File: config.mk
export PLATFORM = sky130hd
export DESIGN_NAME = adcb_ctrl
export DESIGN_NICKNAME = d
export VERILOG_FILES = /design/src/hw/adcb_pkg.sv /design/src/hw/adcb_pin_sync.sv /design/src/hw/adcb_ctrl.sv
export VERILOG_INCLUDE_DIRS = /design/src /design/src/hw
export SDC_FILE = /design/constraint.sdc
export NUM_CORES = 1
export LEC_CHECK = 0
export BUFFER_PORTS_ARGS = -buffer_cell sky130_fd_sc_hd__buf_2
export CORE_AREA = 2 2 64 111
export CTS_BUF_LIST = sky130_fd_sc_hd__clkbuf_8
export DETAILED_ROUTE_END_ITERATION = 6
export DIE_AREA = 0 0 66 113
export PLACE_DENSITY = 0.72
export SLEW_MARGIN = 20
export SYNTH_ARGS = -nofsm -noshare
export SYNTH_HDL_FRONTEND = slang
export SYNTH_SLANG_ARGS = --single-unit
File: constraint.sdc
create_clock -name sys_clk_i -period 5.1 [get_ports sys_clk_i]
set_input_delay 0.255 -clock sys_clk_i [delete_from_list [all_inputs] [get_ports sys_clk_i]]
set_output_delay 0.255 -clock sys_clk_i [all_outputs]
set_load 0.01 [all_outputs]
File: src/hw/adcb_map.svh
`ifndef ADCB_MAP_SVH
`define ADCB_MAP_SVH

// Address decode: bits 7:6 select the converter, bits 5:4 the operation.
`define ADCB_BASE_SEL        2'h2
`define ADCB_OP_ALE          2'h0
`define ADCB_OP_START        2'h1
`define ADCB_OP_BOTH         2'h2
`define ADCB_OP_STATUS       2'h0
`define ADCB_OP_RESULT       2'h1
`define ADCB_EOC_BIT         0

// Timing, in source units and derived cycle counts.
`define ADCB_SYS_CLK_MHZ     40
`define ADCB_CONV_CLK_KHZ    1000
`define ADCB_DIV_HALF_CYC    ((`ADCB_SYS_CLK_MHZ * 1000) / (2 * `ADCB_CONV_CLK_KHZ))
`define ADCB_SETTLE_NS       2000
`define ADCB_SETTLE_CYC      ((`ADCB_SETTLE_NS * `ADCB_SYS_CLK_MHZ + 999) / 1000)
`define ADCB_PULSE_NS        500
`define ADCB_PULSE_CYC       ((`ADCB_PULSE_NS * `ADCB_SYS_CLK_MHZ + 999) / 1000)
`define ADCB_EOC_LOW_PERIODS 8
`define ADCB_REARM_CYC       (`ADCB_EOC_LOW_PERIODS * 2 * `ADCB_DIV_HALF_CYC)

`endif

File: src/hw/adcb_pkg.sv
package adcb_pkg;

    typedef enum logic [3:0] {
        ST_IDLE    = 4'b0001,
        ST_HOLD    = 4'b0010,
        ST_GAP     = 4'b0100,
        ST_REPULSE = 4'b1000
    } adcb_state_e;

    typedef enum logic [1:0] {
        SM_NONE    = 2'h0,
        SM_STRETCH = 2'h1,
        SM_DOUBLE  = 2'h2,
        SM_SPARE   = 2'h3
    } adcb_settle_e;

    typedef logic [7:0] adcb_byte_t;
    typedef logic [3:0] adcb_nib_t;
    typedef logic [8:0] adcb_cnt_t;

endpackage

File: src/hw/adcb_pin_sync.sv
module adcb_pin_sync #(
    parameter int WIDTH = 1
) (
    // Clock and reset
    input  wire logic             sys_clk_i,
    input  wire logic             rstn_i,
    // Pin side
    input  wire logic [WIDTH-1:0] pin_i,
    // Filtered value
    output logic      [WIDTH-1:0] value_o
);
    logic [WIDTH-1:0] s1;
    logic [WIDTH-1:0] s2;
    logic [WIDTH-1:0] s3;
    wire              agree = (s2 == s3);

    // A value is accepted only once the last two stages agree.
    always_ff @(posedge sys_clk_i or negedge rstn_i) begin
        if (!rstn_i) begin
            s1      <= '0;
            s2      <= '0;
            s3      <= '0;
            value_o <= '0;
        end else begin
            s1 <= pin_i;
            s2 <= s1;
            s3 <= s2;
            if (agree) begin
                value_o <= s3;
            end
        end
    end
endmodule

File: src/hw/adcb_ctrl.sv
// Functional notes
// - Pulses positive, lasting as long as strobe.
// - Decode latch, start, status and result operations.
// - Channel select from address or data bus.
// - Comparator input settles before conversion starts.
// - Combined pulse may be stretched for settling.
// - Or combined pulse repeated after settling.
// - Result enable only from decoded read.
// - Latch and start come from writes.
// - Rising end of conversion requests interrupt.
// - Status read puts end of conversion on data.
// - Optional: every result read while idle starts conversion.
// - Divide system clock down to converter clock.
// - No interrupt re-arm within eight converter clocks.
// - Interrupt flag set on rise, cleared by acknowledge.
`include "adcb_map.svh"

module adcb_ctrl (
    // Clock and reset
    input  wire logic                  sys_clk_i,
    input  wire logic                  rstn_i,
    // Processor bus
    input  wire logic [7:0]            cpu_addr_i,
    input  wire logic [7:0]            cpu_wdata_i,
    input  wire logic                  cpu_rd_i,
    input  wire logic                  cpu_wr_i,
    output adcb_pkg::adcb_byte_t       cpu_rdata_o,
    output logic                       cpu_rdata_oe_o,
    // Processor interrupt
    input  wire logic                  cpu_interrupt_acknowledge_n_i,
    output logic                       cpu_interrupt_request_n_o,
    // Configuration straps
    input  wire logic                  chan_from_addr_i,
    input  wire logic                  start_on_read_i,
    input  adcb_pkg::adcb_settle_e     settle_mode_i,
    // Converter pins
    output adcb_pkg::adcb_nib_t        conv_chan_o,
    output logic                       conv_ale_o,
    output logic                       conv_start_o,
    output logic                       conv_oe_o,
    output logic                       conv_clk_o,
    input  wire logic                  conv_eoc_i,
    input  wire logic [7:0]            conv_data_i
);
    import adcb_pkg::*;

    function automatic logic op_hit(input logic [7:0] addr, input logic [1:0] op);
        op_hit = (addr[7:6] == `ADCB_BASE_SEL) && (addr[5:4] == op);
    endfunction

    adcb_state_e state;
    adcb_state_e next_state;
    adcb_cnt_t   cnt;
    adcb_cnt_t   rearm_cnt;
    adcb_cnt_t   div_cnt;
    logic        ale_d;
    logic        start_d;
    logic        oe_d;
    logic        both_q;
    logic        eoc_sync;
    logic        eoc_q;
    adcb_byte_t  data_sync;

    wire logic       idle     = (state == ST_IDLE);
    wire logic       wr_ale   = cpu_wr_i && op_hit(cpu_addr_i, `ADCB_OP_ALE);
    wire logic       wr_start = cpu_wr_i && op_hit(cpu_addr_i, `ADCB_OP_START);
    wire logic       wr_both  = cpu_wr_i && op_hit(cpu_addr_i, `ADCB_OP_BOTH);
    wire logic       rd_stat  = cpu_rd_i && op_hit(cpu_addr_i, `ADCB_OP_STATUS);
    wire logic       rd_res   = cpu_rd_i && op_hit(cpu_addr_i, `ADCB_OP_RESULT);
    wire adcb_nib_t  next_chan = chan_from_addr_i ? cpu_addr_i[3:0] : cpu_wdata_i[3:0];
    wire logic       both_end = both_q && !wr_both;
    // The first idle cycle after a stretched combined write bridges into the
    // hold state, so the stretched pulse never shows a one-cycle dropout.
    wire logic       hold_go  = idle && both_end && (settle_mode_i == SM_STRETCH);
    wire logic       pulse_st = (state == ST_HOLD) || (state == ST_REPULSE) || hold_go;
    wire logic       ale_cond = (idle && (wr_ale || wr_both)) || pulse_st;
    wire logic       read_go  = start_on_read_i && rd_res;
    wire logic       start_cond = (idle && (wr_start || wr_both || read_go)) || pulse_st;
    wire logic       cnt_settle = (cnt == 9'(`ADCB_SETTLE_CYC - 1));
    wire logic       cnt_pulse  = (cnt == 9'(`ADCB_PULSE_CYC - 1));
    wire logic       eoc_rise = eoc_sync && !eoc_q;
    wire logic       irq_set  = eoc_rise && (rearm_cnt == 9'h000);
    wire logic       next_irq = irq_set ||
                                (!cpu_interrupt_request_n_o && cpu_interrupt_acknowledge_n_i);
    wire logic       div_wrap = (div_cnt == 9'(`ADCB_DIV_HALF_CYC - 1));
    wire adcb_byte_t next_rdata = rd_res  ? data_sync :
                                  rd_stat ? 8'(eoc_sync) << `ADCB_EOC_BIT : 8'h00;

    adcb_pin_sync #(.WIDTH(1)) u_eoc_sync (
        .sys_clk_i (sys_clk_i),
        .rstn_i    (rstn_i),
        .pin_i     (conv_eoc_i),
        .value_o   (eoc_sync)
    );

    adcb_pin_sync #(.WIDTH(8)) u_data_sync (
        .sys_clk_i (sys_clk_i),
        .rstn_i    (rstn_i),
        .pin_i     (conv_data_i),
        .value_o   (data_sync)
    );

    // In stretch or double mode, a combined write arms the settling sequence once its strobe ends.
    always_comb begin
        next_state = state;
        unique case (state)
            ST_IDLE: begin
                if (both_end && settle_mode_i == SM_STRETCH) begin
                    next_state = ST_HOLD;
                end else if (both_end && settle_mode_i == SM_DOUBLE) begin
                    next_state = ST_GAP;
                end
            end
            ST_HOLD: begin
                if (cnt_settle) begin
                    next_state = ST_IDLE;
                end
            end
            ST_GAP: begin
                if (cnt_settle) begin
                    next_state = ST_REPULSE;
                end
            end
            ST_REPULSE: begin
                if (cnt_pulse) begin
                    next_state = ST_IDLE;
                end
            end
            default: next_state = ST_IDLE;
        endcase
    end

    always_ff @(posedge sys_clk_i or negedge rstn_i) begin
        if (!rstn_i) begin
            state  <= ST_IDLE;
            cnt    <= 9'h000;
            both_q <= 1'b0;
        end else begin
            state  <= next_state;
            cnt    <= (next_state != state) ? 9'h000 : 9'(cnt + 9'h001);
            both_q <= wr_both && idle;
        end
    end

    // The channel is driven one cycle before the latch strobe rises, so the
    // converter never samples a channel that is still changing.
    always_ff @(posedge sys_clk_i or negedge rstn_i) begin
        if (!rstn_i) begin
            ale_d        <= 1'b0;
            start_d      <= 1'b0;
            oe_d         <= 1'b0;
            conv_ale_o   <= 1'b0;
            conv_start_o <= 1'b0;
            conv_oe_o    <= 1'b0;
            conv_chan_o  <= 4'h0;
        end else begin
            ale_d        <= ale_cond;
            start_d      <= start_cond;
            oe_d         <= rd_res;
            conv_ale_o   <= ale_d;
            conv_start_o <= start_d;
            conv_oe_o    <= oe_d;
            if (idle && (wr_ale || wr_both) && !ale_d) begin
                conv_chan_o <= next_chan;
            end
        end
    end

    // End of conversion stays low for up to eight converter clocks after
    // start, so a rise seen in that window is stale and is not taken.
    always_ff @(posedge sys_clk_i or negedge rstn_i) begin
        if (!rstn_i) begin
            eoc_q                     <= 1'b0;
            rearm_cnt                 <= 9'h000;
            cpu_interrupt_request_n_o <= 1'b1;
        end else begin
            eoc_q <= eoc_sync;
            if (conv_start_o && !start_d) begin
                rearm_cnt <= 9'(`ADCB_REARM_CYC);
            end else if (rearm_cnt != 9'h000) begin
                rearm_cnt <= 9'(rearm_cnt - 9'h001);
            end
            cpu_interrupt_request_n_o <= !next_irq;
        end
    end

    always_ff @(posedge sys_clk_i or negedge rstn_i) begin
        if (!rstn_i) begin
            cpu_rdata_o    <= 8'h00;
            cpu_rdata_oe_o <= 1'b0;
            div_cnt        <= 9'h000;
            conv_clk_o     <= 1'b0;
        end else begin
            cpu_rdata_o    <= next_rdata;
            cpu_rdata_oe_o <= rd_res || rd_stat;
            div_cnt        <= div_wrap ? 9'h000 : 9'(div_cnt + 9'h001);
            if (div_wrap) begin
                conv_clk_o <= !conv_clk_o;
            end
        end
    end

    AST_CHAN_STABLE: assert property (@(posedge sys_clk_i) disable iff (!rstn_i)
        conv_ale_o && $past(conv_ale_o) |-> $stable(conv_chan_o))
        else $error("Channel changed while latch strobe high.");

    AST_OE_FROM_READ: assert property (@(posedge sys_clk_i) disable iff (!rstn_i)
        $rose(conv_oe_o) |-> $past(cpu_rd_i && (cpu_addr_i[7:6] == `ADCB_BASE_SEL) &&
                                   (cpu_addr_i[5:4] == `ADCB_OP_RESULT), 2))
        else $error("Result enable without decoded result read.");

    AST_START_CAUSE: assert property (@(posedge sys_clk_i) disable iff (!rstn_i)
        $rose(conv_start_o) |-> $past(cpu_wr_i || (start_on_read_i && cpu_rd_i) || !idle, 2))
        else $error("Start pulse without a decoded cause.");

    AST_READ_STARTS: assert property (@(posedge sys_clk_i) disable iff (!rstn_i)
        start_on_read_i && rd_res && idle |-> ##2 conv_start_o)
        else $error("Result read did not start a conversion.");

    AST_STRETCH: assert property (@(posedge sys_clk_i) disable iff (!rstn_i)
        state == ST_HOLD |-> ##2 (conv_ale_o && conv_start_o))
        else $error("Stretched pulse dropped early.");

    AST_GAP_QUIET: assert property (@(posedge sys_clk_i) disable iff (!rstn_i)
        state == ST_GAP && $past(state) == ST_GAP |-> ##2 !conv_start_o)
        else $error("Start high during settling gap.");

    AST_SETTLE_LEN: assert property (@(posedge sys_clk_i) disable iff (!rstn_i)
        $rose(state == ST_REPULSE) |-> $past(cnt) == 9'(`ADCB_SETTLE_CYC - 1))
        else $error("Second pulse before settling time.");

    AST_IRQ_SET: assert property (@(posedge sys_clk_i) disable iff (!rstn_i)
        irq_set |=> !cpu_interrupt_request_n_o)
        else $error("Interrupt not raised on end of conversion.");

    AST_IRQ_CLEAR: assert property (@(posedge sys_clk_i) disable iff (!rstn_i)
        !cpu_interrupt_acknowledge_n_i && !irq_set |=> cpu_interrupt_request_n_o)
        else $error("Interrupt not cleared by acknowledge.");

    AST_REARM: assert property (@(posedge sys_clk_i) disable iff (!rstn_i)
        rearm_cnt != 9'h000 && cpu_interrupt_request_n_o |=> cpu_interrupt_request_n_o)
        else $error("Interrupt re-armed inside the hold-off window.");

    AST_DIV: assert property (@(posedge sys_clk_i) disable iff (!rstn_i)
        conv_clk_o != $past(conv_clk_o) |-> div_cnt == 9'h000)
        else $error("Converter clock toggled off its divider count.");
endmodule

======== Word-level counts from Yosys, hierarchy flattened ========
Index checks and enable logic that the tools add are counted.
storage, ports and cells
  bits in registers ....................... 90
  input bits .............................. 34
  output and inout bits ................... 18
cells by class
  add/subtract/negate cells ............... 3
  eq/ne operators ......................... 15
  muxes and demuxes ....................... 13
  reduce and logical (&&, ||, !) cells .... 42
operator list
  operator             number
  $mux 9               4
  $mux 4               6
  $logic_and 1x1->1    22
  $add 9x1->9 const B  2
  $eq 9x5->1 const B   2
  $pmux 4 s4           1
  $eq 9x7->1 const B   1
  $logic_not 9->1      1
  $logic_or 1x1->1     9
  $reduce_bool 9->1    1
  $sub 9x1->9 const B  1
  $eq 8x8->1           1
  $mux 8               1
  $logic_not 1->1      7
  $eq 2x2->1 const B   3
  $eq 2x1->1 const B   2
  $eq 4x1->1 const B   1
  $eq 4x2->1 const B   1
  $eq 4x3->1 const B   1
  $eq 4x4->1 const B   1
  $ne 4x4->1           1
  $logic_not 2->1      1
  $reduce_bool 2->1    1
  $eq 1x1->1           1
  $mux 1               1

======== Logic depth before layout (Yosys ltp) ========
Gate-level depths: netlist (run 1).
  depth in word-level cells ............... 11
  mapped depth ............................ 7
  depth with buffers taken out ............ 7

======== Modules after synthesis ========
Synthesis (run 1) repeated with hierarchy kept, for this count alone.
second synthesis, totals
  cell total of the unflattened synthesis .. 292
  area total of the unflattened synthesis .. 3,616.0 um2
by module, submodules not included
  module                        times used  cells an instance  area an instance (um2)  seq. area each (um2)
  adcb_ctrl                     1           236                2,527.4                 1,353.8
  adcb_pin_sync at u_data_sync  1           51                 977.2                   800.8
  adcb_pin_sync at u_eoc_sync   1           5                  111.4                   100.1

======== Worst setup path after synthesis (run 1) ========
OpenSTA, ideal clock, no wires.
  path type ............................... register to register
  start ................................... register state[0]
  end ..................................... register cnt[2]
  arrival ................................. 1.806 ns
  required time ........................... 4.960 ns
  slack ................................... 3.154 ns
  cell stages (with the launch flop) ...... 7
  buffers on the path ..................... 1
  period minus slack after synthesis ...... 1.946 ns
  cell sequence ........................... dfstp_2 > buf_2 > or4b_4 > a211oi_1 > o21ai_0 > nand4_2 > nor3_1
between the ends
  longest elaborated chain between the ends .. 5
RTL lines
  element                 line              text
  start, declared         adcb_ctrl.sv:51   adcb_state_e state;
  start signal, assigned  adcb_ctrl.sv:139  state <= next_state;
  $mux 4                  adcb_ctrl.sv:110  end else if (both_end && settle_mode_i == SM_DOUBLE) begin
  $mux 4                  adcb_ctrl.sv:108  if (both_end && settle_mode_i == SM_STRETCH) begin
  $pmux 4 s4              adcb_ctrl.sv:106  unique case (state)
  $ne 4x4->1 *            adcb_ctrl.sv:140  cnt <= (next_state != state) ? 9'h000 : 9'(cnt + 9'h001);
  $mux 9 *                adcb_ctrl.sv:140
  end signal, assigned    adcb_ctrl.sv:140
  end, declared           adcb_ctrl.sv:53   adcb_cnt_t cnt;
Mark *: on every way between the ends. The rest lies on a longest branch, timed or not.
A chain may end at the register's enable or synchronous reset.

======== Worst setup path in the final report (run 1) ========
  start ................................... register cnt[0]
  end ..................................... register cnt[3]
between the ends
  longest elaborated chain between the ends .. 5
RTL lines
  element                                   line
  $eq 9x5->1 or $eq 9x7->1 (tied branches)  adcb_ctrl.sv:80, adcb_ctrl.sv:79
  $mux 4, on equally long branches          adcb_ctrl.sv:125, adcb_ctrl.sv:115, adcb_ctrl.sv:120
  $pmux 4 s4                                adcb_ctrl.sv:106
  $ne 4x4->1                                adcb_ctrl.sv:140
  $mux 9 *                                  adcb_ctrl.sv:140
Marked as above.

==> results of run 1 <==
==> state kept, by name, summed over array words and instances (netlist names), 4 cells and up <==
| register | flops |
|---|---|
| cnt | 9 |
| div_cnt | 9 |
| rearm_cnt | 9 |
| cpu_rdata_o | 8 |
| u_data_sync.s1 | 8 |
| u_data_sync.s2 | 8 |
| u_data_sync.s3 | 8 |
| u_data_sync.value_o | 8 |
| conv_chan_o | 4 |
| state | 4 |
==> critical path, delay by kind of cell (launching register included) <==
family	cells	cell delay, ps
AOI/OAI and AO/OA	1	170
and+or+nand+nor	2	800
muxes	1	460
DFF	1	420
adders and majority gates	1	290
==> stage by stage <==
stage	area [um2]	hold WS [ps]	setup WS [ps]	power [mW]
final	4150	-52.9	2830	1.66
after global routing	4150	16.9	2610	1.77
after CTS	4150	13.5	2780	1.68
after detailed placement	3870	335	2800	1.23
after global placement	3870	332	2850	1.21
after floorplan	3570	-40.6	3150	1.13
==> final timing paths <==
check	from	end	slack, ps	depth (start not counted)
min	rstn_i	conv_chan_o[3]	-50	1
max in group asynchronous	rstn_i	div_cnt[1]	4650	1
max	cnt[0]	cnt[3]	2830	5
min reg2reg	u_data_sync.s1[6]	u_data_sync.s2[6]	350	0
min in group sys_clk_i	cpu_interrupt_acknowledge_n_i	cpu_interrupt_request_n_o	40	2
max reg2reg	cnt[0]	cnt[3]	2830	5
==> logic make-up after synthesis <==
family | after synthesis | synth area share
AND/OR/NAND/NOR | 96 | 0.166
multiplexers | 14 | 0.0431
buffers and inverters | 16 | 0.0199
adder cells (fa/ha/maj) | 5 | 0.0161
XOR/XNOR | 30 | 0.0735
flip-flops | 90 | 0.631
AO/OA/AOI/OAI | 27 | 0.0504
==> metal layers <==
metal,share of wire,vias up
li1,-,1093
met1,0.40,1077
met2,0.54,52
met3,0.037,11
met4,0.021,0
met5,0,-
==> synthesized netlist by cell type (2+ instances only) <==
library cell / count
nor4b_1: 7
and3b_1: 2
inv_1: 8
nor2b_1: 5
nand4b_1: 2
or4_4: 2
and3_1: 11
nor3_1: 13
maj3_1: 2
xnor2_1: 13
a21oi_1: 9
nor4_1: 2
and2_1: 2
xor2_1: 17
nand2_1: 6
and4b_1: 2
nand4_1: 3
o21ai_0: 7
nand2b_1: 4
clkbuf_1: 3
ha_1: 3
dfstp_2: 2
a211oi_1: 3
buf_2: 3
nand3_1: 7
dfrtp_1: 88
mux2_2: 8
o31ai_1: 2
nor2_1: 20
mux2i_1: 5
==> final cells by class <==
class	instances	area, um2	share of cell area
Clock buffer	10	138	0.0331
Clock inverter	6	47.5	0.0114
Inverter	8	30.0	0.00723
Multi-Input combinational cell	172	1250	0.301
Sequential cell	90	2250	0.543
Tap cell	82	103	0.0247
Timing Repair Buffer	56	332	0.0798
==> where the power goes <==
| group | internal (mW) | switching, mW |
|---|---|---|
| Sequential | 0.813 | 0.0883 |
| Combinational | 0.157 | 0.155 |
| Clock | 0.195 | 0.248 |
==> what timing repair did <==
action / CTS / global route
hold buffers: 9 / 0
buffers inserted: 0 / 0
hold endpoints to repair: 9 / 0
==> results.json, run 1 <==
{
  "worst-setup-path-type": "register to register",
  "tns_ps": 0,
  "vias": 2233,
  "drt_iter0_drc": 140,
  "num-fill-cells": 534,
  "synth_seq_cells": 90,
  "gp_congestion": 0.807,
  "clk_path_buf_depth": 2,
  "dieArea_um2": 7460,
  "fmax_mhz": 441,
  "dpl.cell_count": 399,
  "antenna_found_initial": 0,
  "period_share": 0.444,
  "first_pass_iters": 5,
  "root_buffer": "clkbuf_8",
  "cts_sinks": 90,
  "use_met1": 0.202,
  "wire_per_inst_um": 13.2,
  "min_period_ps": 2270,
  "ys_seq_area_frac": 0.631,
  "grt_pass1_wl_um": 10100,
  "cap_violations": 0,
  "port_buffers": 47,
  "cts_resized": 0,
  "ant_nets": 0,
  "routed_wl_um": 5600,
  "worstPathArrival_ps": 2480,
  "final_cells": 424,
  "setup_viol": 0,
  "clk_latency_ps": 350,
  "synth_edf_count": 0,
  "netlist_area_um2": 3570,
  "leakagePower_nw": 1.99,
  "htree_num_levels": 3,
  "synthTopCellsByArea": "dfrtp_1 (62%), xor2_1 (4.2%), xnor2_1 (3.2%)",
  "fin_skew_ps": 8.24,
  "clk_pin_slew_ps": 80,
  "track_usage": 0.176,
  "cts_tree": "built",
  "nets": 374,
  "p_per_area_nw_per_um2": 399,
  "globalRouteOverflowTotal": 0,
  "cp_slowest_stage_delay_ps": 670,
  "syn_inst": 278,
  "tightestPinTransition_ps": 773,
  "crit_fanout": 9,
  "diodes": 0,
  "drive_gt1_frac": 0.243,
  "hold_violations": 88,
  "final_common_cell": "dfrtp_1",
  "syn_nets": 315,
  "violations": "negative hold slack",
  "ys_async_sr_fraction": 1.00,
  "initial_core_util": 0.547,
  "endpoint_kind": "register",
  "syn_to_final_growth_pct": 16.2,
  "utilization": 0.635,
  "yosysTopAreaCell": "dfrtp_1",
  "syn_avg_cell_area_um2": 12.9,
  "die_h_um": 113,
  "slew_headroom": 0.478,
  "hold_slack_ps": -52.9,
  "path_cells": "ha_1 > nor4b_1 > a22oi_4 > mux2i_2 > nor3_1",
  "slowest_stage": "nor4b_1",
  "dpl.hpwl_um": 3960,
  "grt.met3_usage": 0.0467,
  "ios": 52,
  "ys_warn_count": 0,
  "route.detailed.drc": 0,
  "synth_top_area_frac": 0.616,
  "die_x_um": 66,
  "grt_pass1_vias": 2338,
  "slew_viol_final": 0,
  "hold_path_class": "input pin to asynchronous set/reset pin",
  "status": "finished with violations",
  "rows": 39,
  "rsz0062_at_grt": "no",
  "start_kind": "register",
  "top_usage_layer": "met2",
  "core_area_um2": 6540,
  "ys.flop_type": "dfrtp_1",
  "cts_made_buffers": 9,
  "grt_max_degree": 91,
  "ir_drop_uv": 235,
  "cp.required_ps": 5310,
  "ys_types": 47,
  "via_per_inst": 5.27,
  "gr-usage-met2": 0.303,
  "layout_common_cells": "dfrtp_1 (88), buf_2 (46), nor2_1 (20), xor2_1 (17)"
}
(Power assumes the default switching activity.)
==> run 2, diff against run 1 <==
--- a/config.mk
+++ b/config.mk
@@ -7,10 +7,10 @@
 export NUM_CORES = 1
 export LEC_CHECK = 0
 export BUFFER_PORTS_ARGS = -buffer_cell sky130_fd_sc_hd__buf_2
-export CORE_AREA = 2 2 64 111
+export CORE_AREA = 2 2 66 114
 export CTS_BUF_LIST = sky130_fd_sc_hd__clkbuf_8
 export DETAILED_ROUTE_END_ITERATION = 6
-export DIE_AREA = 0 0 66 113
+export DIE_AREA = 0 0 68 116
 export PLACE_DENSITY = 0.72
 export SLEW_MARGIN = 20
 export SYNTH_ARGS = -nofsm -noshare
==> constraint.sdc (replaced) <==
create_clock -name sys_clk_i -period 2 [get_ports sys_clk_i]
set_input_delay 0.1 -clock sys_clk_i [delete_from_list [all_inputs] [get_ports sys_clk_i]]
set_output_delay 0.1 -clock sys_clk_i [all_outputs]
set_load 0.01 [all_outputs]
==> run 2 against run 1 <==
The run now ends clean; first-iteration DRC count down 11%; worst hold slack better by 100 ps; sequential share of layout area decreased by 2.1 points; worst setup slack got worse by 2800 ps; sequential cell count stayed put; largest cell class unchanged; largest power group unchanged.
==> results.json, run 2 (synthesis results as in run 1) <==
{
  "status": "completed",
  "min_period_ps": 1920,
  "worst-setup-path-type": "register to register",
  "cts_tree": "built",
  "clk_latency_ps": 360,
  "dpl.hpwl_um": 4140,
  "critPathMostFrequentCell": "o21ai_2",
  "clk_pin_slew_ps": 80,
  "dieArea_um2": 7890,
  "final_common_cell": "dfrtp_1",
  "cp_num_buf_inv": 0,
  "layout_common_cells": "dfrtp_1 (86), buf_2 (46), nor2_1 (20), xor2_1 (17)",
  "first_pass_iters": 4,
  "rows": 40,
  "leakagePower_nw": 2.09,
  "wire_per_inst_um": 13.6,
  "hold_violations": 0,
  "slew_headroom": 0.596,
  "postCtsSetupBuffers": 0,
  "slew_viol_final": 0,
  "gp_congestion": 0.822,
  "via_per_inst": 5.20,
  "p_per_area_nw_per_um2": 1020,
  "cts_made_buffers": 9,
  "start_kind": "register",
  "hold_slack_ps": 51.1,
  "initial_core_util": 0.518,
  "htree_num_levels": 3,
  "routed_wl_um": 6020,
  "fin_skew_ps": 9.54,
  "crit_fanout": 4,
  "endpoint_kind": "register",
  "cp_slowest_stage_delay_ps": 630,
  "slowest_stage": "or4b_2",
  "diodes": 0,
  "core_area_um2": 6910,
  "reg2reg_depth": 6,
  "syn_to_final_growth_pct": 21.1,
  "seqCellArea_um2": 2260,
  "cp_top_family": "simple AND/OR/NAND/NOR gates",
  "grt_pass1_vias": 2334,
  "fmax_mhz": 522,
  "clk_path_buf_depth": 2,
  "root_buffer": "clkbuf_8",
  "worst_slack_ps": 84.6,
  "grt_pass1_wl_um": 9980,
  "path_cells": "ha_2 > or4b_2 > o21ai_2 > o21ai_2 > nand4_1 > nor3_1",
  "worstHoldPathCells": 3,
  "tightestPinTransition_ps": 605,
  "ir_drop_uv": 681,
  "ant_nets": 0,
  "hold_path_class": "input pin to register",
  "multi_input_area_um2": 1280,
  "finalPower_mw": 4.42,
  "crit_cells": 6,
  "port_buffers": 47,
  "vias": 2298,
  "drt_iter0_drc": 125,
  "worstPathArrival_ps": 2150,
  "largest_registers": "cnt (9), div_cnt (9), rearm_cnt (9)",
  "tns_ps": 0,
  "die_x_um": 68,
  "cap_violations": 0,
  "grt_max_degree": 77,
  "ios": 52,
  "track_usage": 0.173,
  "cts_sinks": 90,
  "setup_viol": 0,
  "nets": 390,
  "globalRouteOverflowTotal": 0,
  "cp.required_ps": 2240,
  "antenna_found_initial": 0,
  "num-fill-cells": 565,
  "drive_gt1_frac": 0.285,
  "rsz0062_at_grt": "no",
  "die_h_um": 116,
  "route.detailed.drc": 0,
  "period_share": 0.958,
  "pre_cts_slack_ps": -7.77
}
-- run 2: per-stage QoR --
stage	utilization	instance area, um2	cells
after global routing	0.627	4330	442
after CTS	0.622	4300	442
final	0.627	4330	442
after detailed placement	0.577	3990	414
after global placement	0.577	3990	414
after floorplan	-	3570	278
-- run 2: metal layers --
metal,GRT usage,share of wire
met5,0,0
met4,0.0813,0.024
met3,0.0553,0.037
met2,0.291,0.52
met1,0.194,0.41
-- run 2: worst paths after layout --
kind                       slack [ps]                end         startpoint
min in group asynchronous         130     conv_chan_o[2]             rstn_i
max in group asynchronous        1220           state[2]             rstn_i
hold reg to reg                   350  u_data_sync.s2[6]  u_data_sync.s1[6]
setup reg to reg                   80             cnt[5]             cnt[1]
hold / removal                     50              ale_d           cpu_wr_i
setup / recovery                   80             cnt[5]             cnt[1]
-- run 2: power by group --
group          internal (mW)  switching [mW]
Combinational          0.486           0.463
Clock                  0.577           0.613
Sequential              2.07           0.210
Total                   3.14            1.29
-- run 2: worst register-to-register path, delay by kind of cell, from the launching register on --
kind / cells / cell delay [ps]
AOI/OAI and AO/OA: 2 / 310
adders and majority gates: 1 / 190
DFF: 1 / 390
and+or+nand+nor: 3 / 910
-- run 2: repair_timing --
item | CTS | global route
hold buffers | 11 | 0
hold endpoints to repair | 99 | 0
gates resized for setup | 1 | 9
setup endpoints to repair | 7 | 9
pin swaps | 2 | 1
gates cloned | 1 | 0
-- run 2: cell type report --
type / count / share of cell area
Clock buffer: 9 / 0.0286
Clock inverter: 7 / 0.0165
Inverter: 8 / 0.00694
Multi-Input combinational cell: 173 / 0.296
Sequential cell: 90 / 0.522
Tap cell: 84 / 0.0243
Timing Repair Buffer: 71 / 0.106
